## config.mk

```make
export PLATFORM = sky130hd
export DESIGN_NAME = teau_top
export DESIGN_NICKNAME = d
export VERILOG_FILES = /design/src/core/teau_pkg.sv /design/src/core/teau_top.sv
export VERILOG_INCLUDE_DIRS = /design/src /design/src/core
export SDC_FILE = /design/constraint.sdc
export NUM_CORES = 1
export LEC_CHECK = 0
export BUFFER_PORTS_ARGS = -buffer_cell sky130_fd_sc_hd__buf_2
export CORE_UTILIZATION = 35
export DETAILED_ROUTE_END_ITERATION = 10
export GPL_ROUTABILITY_DRIVEN = 0
export PLACE_DENSITY_LB_ADDON = 0.15
export SETUP_SLACK_MARGIN = 0.15
export SYNTH_ARGS = -nofsm -noshare
export SYNTH_HDL_FRONTEND = slang
export SYNTH_SLANG_ARGS = --single-unit
```

## constraint.sdc

```tcl
create_clock -name clk_i -period 4.45 [get_ports clk_i]
set_input_delay 0.89 -clock clk_i [delete_from_list [all_inputs] [get_ports clk_i]]
set_output_delay 0.89 -clock clk_i [all_outputs]
set_load 0.02 [all_outputs]
```

## src/core/teau_defs.svh

```systemverilog
// Operation
// - inside band hold level, outside step it
// - sensor mode disabled ignores light readings
// - brightness reading is percent 0 to 100
// - timer off action switches lamps off
// - timer go-to-level sets level 0..254
// - timer go-to-scene recalls scene 1..16
// - action offered only for matching colour type
// - timer relay on/off action sets relay
// - timer relay toggle inverts relay state
// - timed restore returns relay after hold
// - without restore relay keeps new state
// - timer sequence start or stop action
// - sequence endless or 1..255 loops then halt
// - immediate stop ends sequence at once; ignored in TEAU_SQ_FINAL, which waits for loop end
// - finish-cycle stop halts at loop end
// - lamp action disabled sends no lamp command
`ifndef TEAU_DEFS_SVH
`define TEAU_DEFS_SVH
`define TEAU_ADR_CTRL     8'h00
`define TEAU_ADR_LAMP     8'h04
`define TEAU_ADR_RELAY    8'h08
`define TEAU_ADR_SEQ      8'h0C
`define TEAU_ADR_SENSOR   8'h10
`define TEAU_ADR_STATUS   8'h14
`define TEAU_PCT_MAX      8'h64
`define TEAU_LEVEL_MAX    8'hFE
`define TEAU_SCENE_MAX    5'h10
`define TEAU_HOLD_MAX     12'hE0F
`define TEAU_LVL_STEP     8'h01
`endif

```

## src/core/teau_pkg.sv

```systemverilog
package teau_pkg;
    // lamp action codes
    typedef enum logic [2:0] {
        TEAU_LA_DISABLE = 3'h0,
        TEAU_LA_OFF     = 3'h1,
        TEAU_LA_LEVEL   = 3'h2,
        TEAU_LA_SCENE   = 3'h3,
        TEAU_LA_LVL_TC  = 3'h4,
        TEAU_LA_LVL_COL = 3'h5
    } teau_lamp_act_t;
    // colour type of the associated lamps
    typedef enum logic [2:0] {
        TEAU_CT_DIM  = 3'h0,
        TEAU_CT_TC   = 3'h1,
        TEAU_CT_XY   = 3'h2,
        TEAU_CT_RGB  = 3'h3,
        TEAU_CT_RGBW = 3'h4
    } teau_colour_t;
    // lamp command codes placed on the lamp port
    typedef enum logic [2:0] {
        TEAU_LC_OFF     = 3'h1,
        TEAU_LC_LEVEL   = 3'h2,
        TEAU_LC_SCENE   = 3'h3,
        TEAU_LC_LVL_TC  = 3'h4,
        TEAU_LC_LVL_COL = 3'h5,
        TEAU_LC_UP      = 3'h6,
        TEAU_LC_DOWN    = 3'h7
    } teau_lamp_cmd_t;
    // sequence player state, one-hot
    typedef enum logic [2:0] {
        TEAU_SQ_IDLE  = 3'b001,
        TEAU_SQ_RUN   = 3'b010,
        TEAU_SQ_FINAL = 3'b100
    } teau_seq_state_t;
endpackage : teau_pkg

```

## src/core/teau_top.sv

```systemverilog
`timescale 1ns/1ns
`default_nettype none
`include "teau_defs.svh"
module teau_top #(
    parameter int HOLD_W = 12
) (
    input  wire logic        clk_i,
    input  wire logic        rst_i,
    input  wire logic [7:0]  wb_adr_i,
    input  wire logic [31:0] wb_dat_i,
    output logic      [31:0] wb_dat_o,
    input  wire logic        wb_we_i,
    input  wire logic [3:0]  wb_sel_i,
    input  wire logic        wb_cyc_i,
    input  wire logic        wb_stb_i,
    output logic             wb_ack_o,
    input  wire logic        sec_tick_i,
    input  wire logic        timer_evt_i,
    input  wire logic        lux_valid_i,
    input  wire logic [7:0]  lux_pct_i,
    input  wire logic        loop_done_i,
    output logic             lamp_cmd_vld_o,
    output logic      [2:0]  lamp_cmd_o,
    output logic      [7:0]  lamp_level_o,
    output logic      [3:0]  lamp_scene_o,
    output logic      [15:0] colour_temperature_kelvin_o,
    output logic      [23:0] lamp_colour_o,
    output logic             relay_o,
    output logic             seq_start_o,
    output logic             seq_stop_o,
    output logic             seq_running_o
);
    // configuration words written by software
    logic [31:0] ctrl;    // sensor enable, lamp action, colour type, relay, seq opts
    logic [31:0] lamp;    // level, scene, colour temperature
    logic [31:0] relay;   // hold seconds
    logic [31:0] seq;     // loop count, rgb colour
    logic [7:0]  band_lo; // lower band edge, percent
    logic [7:0]  band_hi; // upper band edge, percent
    logic        wb_hit;  // request taken this cycle
    logic [HOLD_W-1:0] hold_cnt;  // seconds elapsed since relay switch
    logic        hold_act;        // restore pending
    logic        relay_prev;      // state to restore
    logic [7:0]  loops_left;      // remaining loops
    logic        stop_req;        // never set; a pending finish-cycle stop is held by TEAU_SQ_FINAL
    logic [7:0]  cur_level;       // level last commanded
    teau_pkg::teau_seq_state_t sq_state;
    teau_pkg::teau_lamp_act_t  lact;
    teau_pkg::teau_colour_t    ctype;
    logic        sens_en;
    logic [1:0]  rel_act;   // 0 disable, 1 on, 2 off, 3 toggle
    logic        restore_en;
    logic [1:0]  seq_act;   // 0 disable, 1 start, 2 stop
    logic        seq_endless;
    logic        stop_fin;
    logic        act_ok;
    logic [7:0]  lux_clip;

    // field decode of the control word
    assign sens_en     = ctrl[0];
    assign lact        = teau_pkg::teau_lamp_act_t'(ctrl[3:1]);
    assign ctype       = teau_pkg::teau_colour_t'(ctrl[6:4]);
    assign rel_act     = ctrl[9:8];
    assign restore_en  = ctrl[10];
    assign seq_act     = ctrl[13:12];
    assign seq_endless = ctrl[14];
    assign stop_fin    = ctrl[15];
    assign wb_hit      = wb_cyc_i && wb_stb_i && !wb_ack_o;
    // readings above full scale are clipped to 100 percent
    assign lux_clip = (lux_pct_i > `TEAU_PCT_MAX) ? `TEAU_PCT_MAX : lux_pct_i;

    // action legality against the lamp colour type
    always_comb begin
        case (lact)
            teau_pkg::TEAU_LA_LEVEL:   act_ok = (ctype == teau_pkg::TEAU_CT_DIM);
            teau_pkg::TEAU_LA_LVL_TC:  act_ok = (ctype == teau_pkg::TEAU_CT_TC);
            teau_pkg::TEAU_LA_LVL_COL: act_ok = (ctype != teau_pkg::TEAU_CT_DIM);
            teau_pkg::TEAU_LA_OFF:     act_ok = 1'b1;
            teau_pkg::TEAU_LA_SCENE:   act_ok = 1'b1;
            default:                   act_ok = 1'b0;  // disable or unknown code
        endcase
    end

    // wishbone ack, one cycle, dropped the cycle after
    always_ff @(posedge clk_i) begin
        if (rst_i) begin
            wb_ack_o <= 1'b0;
        end else begin
            wb_ack_o <= wb_hit;
        end
    end

    // register writes with byte lanes
    always_ff @(posedge clk_i) begin
        if (rst_i) begin
            ctrl    <= 32'h0000_0000;
            lamp    <= 32'h0000_0000;
            relay   <= 32'h0000_0000;
            seq     <= 32'h0000_0001;
            band_lo <= 8'h00;
            band_hi <= 8'h64;
        end else if (wb_hit && wb_we_i) begin
            for (int b = 0; b < 4; b++) begin
                if (wb_sel_i[b]) begin
                    case (wb_adr_i)
                        `TEAU_ADR_CTRL:  ctrl[b*8 +: 8]  <= wb_dat_i[b*8 +: 8];
                        `TEAU_ADR_LAMP:  lamp[b*8 +: 8]  <= wb_dat_i[b*8 +: 8];
                        `TEAU_ADR_RELAY: relay[b*8 +: 8] <= wb_dat_i[b*8 +: 8];
                        `TEAU_ADR_SEQ:   seq[b*8 +: 8]   <= wb_dat_i[b*8 +: 8];
                        default: ;
                    endcase
                end
            end
            if (wb_adr_i == `TEAU_ADR_SENSOR && wb_sel_i[0]) begin
                band_lo <= (wb_dat_i[7:0] > `TEAU_PCT_MAX) ? `TEAU_PCT_MAX : wb_dat_i[7:0];
            end
            if (wb_adr_i == `TEAU_ADR_SENSOR && wb_sel_i[1]) begin
                band_hi <= (wb_dat_i[15:8] > `TEAU_PCT_MAX) ? `TEAU_PCT_MAX : wb_dat_i[15:8];
            end
        end
    end

    // read mux; unmapped addresses read zero
    always_ff @(posedge clk_i) begin
        if (rst_i) begin
            wb_dat_o <= 32'h0000_0000;
        end else if (wb_hit && !wb_we_i) begin
            case (wb_adr_i)
                `TEAU_ADR_CTRL:   wb_dat_o <= ctrl;
                `TEAU_ADR_LAMP:   wb_dat_o <= lamp;
                `TEAU_ADR_RELAY:  wb_dat_o <= relay;
                `TEAU_ADR_SEQ:    wb_dat_o <= seq;
                `TEAU_ADR_SENSOR: wb_dat_o <= {16'h0000, band_hi, band_lo};
                // level and loops in the top bytes, state bits at the bottom
                `TEAU_ADR_STATUS: wb_dat_o <= {cur_level, loops_left, 11'h000,
                                                 sq_state, hold_act, relay_o};
                default:          wb_dat_o <= 32'h0000_0000;
            endcase
        end
    end

    // lamp command path: timer event first, then light sensor regulation
    always_ff @(posedge clk_i) begin
        if (rst_i) begin
            lamp_cmd_vld_o              <= 1'b0;
            lamp_cmd_o                  <= 3'h0;
            lamp_level_o                <= 8'h00;
            lamp_scene_o                <= 4'h0;
            colour_temperature_kelvin_o <= 16'h0000;
            lamp_colour_o               <= 24'h000000;
            cur_level                   <= 8'h00;
        end else begin
            lamp_cmd_vld_o <= 1'b0;
            if (timer_evt_i && act_ok) begin
                lamp_cmd_vld_o <= 1'b1;
                lamp_cmd_o     <= 3'(lact);
                case (lact)
                    teau_pkg::TEAU_LA_OFF: begin
                        lamp_level_o <= 8'h00;
                        cur_level    <= 8'h00;
                    end
                    teau_pkg::TEAU_LA_SCENE: begin
                        // scene 1..16 held as 0..15 on the port
                        lamp_scene_o <= lamp[11:8];
                    end
                    default: begin
                        // level above 254 is clamped, 255 is a mask value on the bus
                        lamp_level_o <= (lamp[7:0] > `TEAU_LEVEL_MAX) ?
                                        `TEAU_LEVEL_MAX : lamp[7:0];
                        cur_level    <= (lamp[7:0] > `TEAU_LEVEL_MAX) ?
                                        `TEAU_LEVEL_MAX : lamp[7:0];
                        colour_temperature_kelvin_o <= lamp[31:16];
                        lamp_colour_o <= seq[31:8];
                    end
                endcase
            end else if (lux_valid_i && sens_en) begin
                if (lux_clip < band_lo && cur_level < `TEAU_LEVEL_MAX) begin
                    lamp_cmd_vld_o <= 1'b1;
                    lamp_cmd_o     <= teau_pkg::TEAU_LC_UP;
                    lamp_level_o   <= cur_level + `TEAU_LVL_STEP;
                    cur_level      <= cur_level + `TEAU_LVL_STEP;
                end else if (lux_clip > band_hi && cur_level != 8'h00) begin
                    lamp_cmd_vld_o <= 1'b1;
                    lamp_cmd_o     <= teau_pkg::TEAU_LC_DOWN;
                    lamp_level_o   <= cur_level - `TEAU_LVL_STEP;
                    cur_level      <= cur_level - `TEAU_LVL_STEP;
                end
            end
        end
    end

    // relay with optional timed restore
    always_ff @(posedge clk_i) begin
        if (rst_i) begin
            relay_o    <= 1'b0;
            relay_prev <= 1'b0;
            hold_act   <= 1'b0;
            hold_cnt   <= '0;
        end else if (timer_evt_i && rel_act != 2'h0) begin
            case (rel_act)
                2'h1:    relay_o <= 1'b1;
                2'h2:    relay_o <= 1'b0;
                default: relay_o <= !relay_o;
            endcase
            // a new event restarts the hold but keeps the original state
            if (!hold_act) begin
                relay_prev <= relay_o;
            end
            hold_act <= restore_en;
            hold_cnt <= '0;
        end else if (hold_act) begin
            if (hold_cnt >= relay[HOLD_W-1:0] || hold_cnt >= `TEAU_HOLD_MAX) begin
                relay_o  <= relay_prev;
                hold_act <= 1'b0;
            end else if (sec_tick_i) begin
                hold_cnt <= hold_cnt + 1'b1;
            end
        end
    end

    // sequence control; loop_done_i marks the end of one loop
    always_ff @(posedge clk_i) begin
        if (rst_i) begin
            sq_state      <= teau_pkg::TEAU_SQ_IDLE;
            loops_left    <= 8'h00;
            stop_req      <= 1'b0;
            seq_start_o   <= 1'b0;
            seq_stop_o    <= 1'b0;
            seq_running_o <= 1'b0;
        end else begin
            seq_start_o <= 1'b0;
            seq_stop_o  <= 1'b0;
            case (sq_state)
                teau_pkg::TEAU_SQ_IDLE: begin
                    if (timer_evt_i && seq_act == 2'h1) begin
                        seq_start_o   <= 1'b1;
                        seq_running_o <= 1'b1;
                        loops_left    <= (seq[7:0] == 8'h00) ? 8'h01 : seq[7:0];
                        stop_req      <= 1'b0;
                        sq_state      <= teau_pkg::TEAU_SQ_RUN;
                    end
                end
                teau_pkg::TEAU_SQ_RUN: begin
                    if (timer_evt_i && seq_act == 2'h2 && !stop_fin) begin
                        seq_stop_o    <= 1'b1;
                        seq_running_o <= 1'b0;
                        sq_state      <= teau_pkg::TEAU_SQ_IDLE;
                    end else if (timer_evt_i && seq_act == 2'h2) begin
                        sq_state <= teau_pkg::TEAU_SQ_FINAL;
                    end else if (loop_done_i && !seq_endless) begin
                        if (loops_left == 8'h01) begin
                            seq_stop_o    <= 1'b1;
                            seq_running_o <= 1'b0;
                            sq_state      <= teau_pkg::TEAU_SQ_IDLE;
                        end
                        loops_left <= loops_left - 8'h01;
                    end
                end
                teau_pkg::TEAU_SQ_FINAL: begin
                    if (loop_done_i) begin
                        seq_stop_o    <= 1'b1;
                        seq_running_o <= 1'b0;
                        sq_state      <= teau_pkg::TEAU_SQ_IDLE;
                    end
                end
                default: sq_state <= teau_pkg::TEAU_SQ_IDLE;
            endcase
        end
    end
endmodule : teau_top
`default_nettype wire

```

==> results.sh <==
export IMPL_ys_dominant_reg_cell="sky130_fd_sc_hd__dfxtp_1"
export IMPL_nets=1648
export IMPL_total_power_mw=4.98
export IMPL_design_die_area_mm2=0.0356
export IMPL_fin_crit_sh_pct=85.0
export IMPL_post_synth_instance_area_mm2=0.0122
export IMPL_commonest_non_fill_non_tap_cells_in_the_layout="sky130_fd_sc_hd__dfxtp_1, sky130_fd_sc_hd__nand2_1, sky130_fd_sc_hd__nor2_1, sky130_fd_sc_hd__buf_2, sky130_fd_sc_hd__a21oi_1"
export IMPL_pin_count=154
export IMPL_cp_arrival_ns=4.23
export IMPL_postCtsSetupRepairBufs=0
export IMPL_startpoint_class_of_the_critical_path="primary input"
export IMPL_yosys_area_top_type="sky130_fd_sc_hd__dfxtp_1"
export IMPL_dr_total_vias=10700
export IMPL_die_x_um=189
export IMPL_holdCritStartpoint="wb_dat_o[30]$_SDFFE_PP0P_"
export IMPL_max_clock_freq_mhz=264
export IMPL_htree_num_levels=1
export IMPL_first_pass_grt_wire_length_um=59200
export IMPL_unrepaired_setup_endpoints_after_global_routing="no"
export IMPL_max_vdd_ir_drop_mv=0.292
export IMPL_vias_in_the_first_global_route=10300
export IMPL_timing_hold_violations_final=0
export IMPL_worst_hold_path_endpoint="wb_dat_o[30]$_SDFFE_PP0P_"
export IMPL_slew_headroom_pct=29.7
export IMPL_tritoncts_num_buffers=30
export IMPL_cts_root_buffer_cell="sky130_fd_sc_hd__clkbuf_16"
export IMPL_globalRouteOverflowTotal=0
export IMPL_worst_slew_pin_transition_ns=1.05
export IMPL_start_util_pct=35.4
export IMPL_numPortBuffers=153
export IMPL_grt_start_max_net_pins=90
export IMPL_setup_tns_final_ns=0
export IMPL_syn_mean_instance_area_um2=8.61
export IMPL_min_path_cells=2
export IMPL_synth_cell_type_count=70
export IMPL_number_of_inserted_diodes=0
export IMPL_synthesis_yosys_warnings=0
export IMPL_synth_enable_flop_cells=0
export IMPL_fp_coreArea_mm2=0.0345
export IMPL_clk_latency_ns=0.57
export IMPL_route_detailed_drc=0
export IMPL_critical_path_maximum_fanout=4
export IMPL_chip_height_um=189
export IMPL_cts_repair_resized=0
export IMPL_avgRoutedWirePerCell_um=19.0
export IMPL_clockBufferDepth=3
export IMPL_min_period_ns=3.78
export IMPL_r2r_end="cur_level[7]$_SDFFE_PP0P_"
export IMPL_report_final_setup_viol=0
export IMPL_outcome="complete, no violations"
export IMPL_setup_worst_path_end_class="flop"
export IMPL_post_dp_hpwl_um=27200
export IMPL_post_route_cells_drive_above_1_share_pct=16.3
export IMPL_worstRegToRegCells=15
export IMPL_synth_sequential_area_ratio_pct=43.0
export IMPL_ant_nets=0
export IMPL_maxCapViolCount=0
export IMPL_synthTopCellsByArea="sky130_fd_sc_hd__dfxtp_1, sky130_fd_sc_hd__mux2i_1, sky130_fd_sc_hd__nand2_1"
export IMPL_drt_pre_antenna_iters=7
export IMPL_area_growth_synth_to_final_pct=17.9
export IMPL_pwr_density_cell_mw_per_mm2=346
export IMPL_finalClockSkew_ns=0.0196
export IMPL_finalWirelength_um=38300
export IMPL_synth_seq_cells=262
export IMPL_tritoncts="built"
export IMPL_place_worst_setup_slack_ns=0.0111
export IMPL_slew_viol_final=0
export IMPL_critPathRequiredTime_ns=4.89
export IMPL_detail_route_vias_per_cell=5.28
export IMPL_cts_sink_count=262
export IMPL_detail_route_iter0_violations=784
export IMPL_min_delay_path_class="reg -> reg"
export IMPL_cts_clk_pin_slew_worst_paths_ns=0.05
export IMPL_r2r_start="band_lo[5]$_SDFFE_PP0P_"
export IMPL_most_common_library_cell_in_the_layout_ignoring_fill_and_taps="sky130_fd_sc_hd__dfxtp_1"
export IMPL_ctsHoldBuffers=0
export IMPL_critical_setup_path_kind="in -> reg"
export IMPL_global_route_usage_total_pct=21.1
export IMPL_yosys_area_top_type_share_pct=43.0
export IMPL_async_flop_share_pct=0
export IMPL_leakage_power_nw=5.68
export IMPL_rrSetupSlack_ns=1.24
export IMPL_initial_antenna_violation_count=1
export IMPL_layout_setup_ws_ns=0.665
export IMPL_synth_cells=1417
export IMPL_row_cnt=68
-- layout make-up --
cell class	count	area, µm²
clock buffers	45	867
clock inverters	6	91.3
fillers	3530	20100
inverters	46	173
multi-input cells	1028	6460
flip-flops and latches	262	5250
well taps	455	569
repair buffers	179	980
-- critical path, stage by stage --
cell                       delay, ns
sky130_fd_sc_hd__buf_2          0.10
sky130_fd_sc_hd__o21ai_0        0.14
sky130_fd_sc_hd__nand2_1        0.09
sky130_fd_sc_hd__a31oi_1        0.30
sky130_fd_sc_hd__and2_1         0.21
sky130_fd_sc_hd__ha_1           0.24
sky130_fd_sc_hd__o211ai_1       0.15
sky130_fd_sc_hd__o21ai_0        0.13
sky130_fd_sc_hd__a221oi_2       0.22
sky130_fd_sc_hd__buf_4          0.17
sky130_fd_sc_hd__inv_1          0.10
sky130_fd_sc_hd__ha_1           0.28
sky130_fd_sc_hd__a21o_1         0.18
sky130_fd_sc_hd__a21oi_1        0.18
sky130_fd_sc_hd__o21bai_1       0.09
sky130_fd_sc_hd__a21oi_1        0.20
sky130_fd_sc_hd__o21ai_0        0.11
sky130_fd_sc_hd__and3_1         0.17
sky130_fd_sc_hd__o31a_1         0.26
-- flip-flops by register name (all words and copies together), names as in the netlist, 4 cells and up --
signal,flops
cur_level,8
lamp_colour_o,24
lamp,32
band_hi,8
hold_cnt,12
relay,32
band_lo,8
ctrl,32
seq,32
wb_dat_o,32
loops_left,8
lamp_scene_o,4
colour_temperature_kelvin_o,16
-- cell usage after synthesis, types with 6 or more instances --
library cell	number
sky130_fd_sc_hd__nor3_1	21
sky130_fd_sc_hd__a221oi_1	27
sky130_fd_sc_hd__nand3_1	23
sky130_fd_sc_hd__and2_1	7
sky130_fd_sc_hd__a22oi_1	11
sky130_fd_sc_hd__buf_2	10
sky130_fd_sc_hd__dfxtp_1	262
sky130_fd_sc_hd__nand4_1	7
sky130_fd_sc_hd__a21o_1	6
sky130_fd_sc_hd__a21oi_1	129
sky130_fd_sc_hd__o211ai_1	6
sky130_fd_sc_hd__xnor2_1	12
sky130_fd_sc_hd__a221o_1	6
sky130_fd_sc_hd__ha_1	39
sky130_fd_sc_hd__a31oi_1	7
sky130_fd_sc_hd__o31ai_1	17
sky130_fd_sc_hd__nand2b_1	9
sky130_fd_sc_hd__buf_1	7
sky130_fd_sc_hd__nor2_1	153
sky130_fd_sc_hd__nor2b_1	20
sky130_fd_sc_hd__clkbuf_1	63
sky130_fd_sc_hd__o21bai_1	6
sky130_fd_sc_hd__a22o_1	13
sky130_fd_sc_hd__inv_1	46
sky130_fd_sc_hd__nand2_1	197
sky130_fd_sc_hd__nor3b_1	6
sky130_fd_sc_hd__o21ai_0	86
sky130_fd_sc_hd__mux2i_1	122
sky130_fd_sc_hd__a211oi_1	9
-- report_power, final --
part	total (mW)	internal [mW]	switching (mW)
sequential	2.35	2.35	0.000408
combinational	0.207	0.0617	0.146
clock	2.42	1.45	0.979
-- how the worst max path moves through the flow --
| stage | end | start | depth (start not counted) | slack [ns] |
|---|---|---|---|---|
| after floorplan | cur_level[7]$_SDFFE_PP0P_ | lux_pct_i[0] | 17 | 0.30 |
| after global placement | cur_level[7]$_SDFFE_PP0P_ | lux_pct_i[0] | 18 | 0.10 |
| after detailed placement | cur_level[6]$_SDFFE_PP0P_ | lux_pct_i[0] | 18 | 0.01 |
| after CTS | cur_level[6]$_SDFFE_PP0P_ | lux_pct_i[0] | 18 | 0.57 |
| after global routing | cur_level[6]$_SDFFE_PP0P_ | lux_pct_i[0] | 19 | 0.28 |
| final | cur_level[7]$_SDFFE_PP0P_ | lux_pct_i[0] | 19 | 0.67 |
-- metal layers --
layer | track usage [%] | wire (µm)
met5 | 0 | 11
met4 | 6.45 | 1010
met3 | 2.72 | 1650
met2 | 34.2 | 17500
met1 | 28.9 | 18200
-- logic make-up after synthesis --
kind of cell	count (synthesis)	share of synthesized area, %
mux	129	11.1
buf+inv	128	4.16
fa+ha+maj	40	4.16
xor+xnor	14	1.00
simple gates	488	18.5
flops	262	43.0
compound gates	355	18.1
other cells	1	0.0307
-- through the flow --
stage | instances | hold slack (ns) | utilization, % | area [µm²]
global placement | 1969 | 0.433 | 39.0 | 13400
detailed placement | 1969 | 0.438 | 39.0 | 13400
floorplan | 1418 | 0.441 | - | 12200
CTS | 2020 | 0.451 | 41.7 | 14400
finish | 2021 | 0.443 | 41.8 | 14400
global route | 2021 | 0.464 | 41.8 | 14400
No activity file was read; power rests on OpenSTA's default activity.
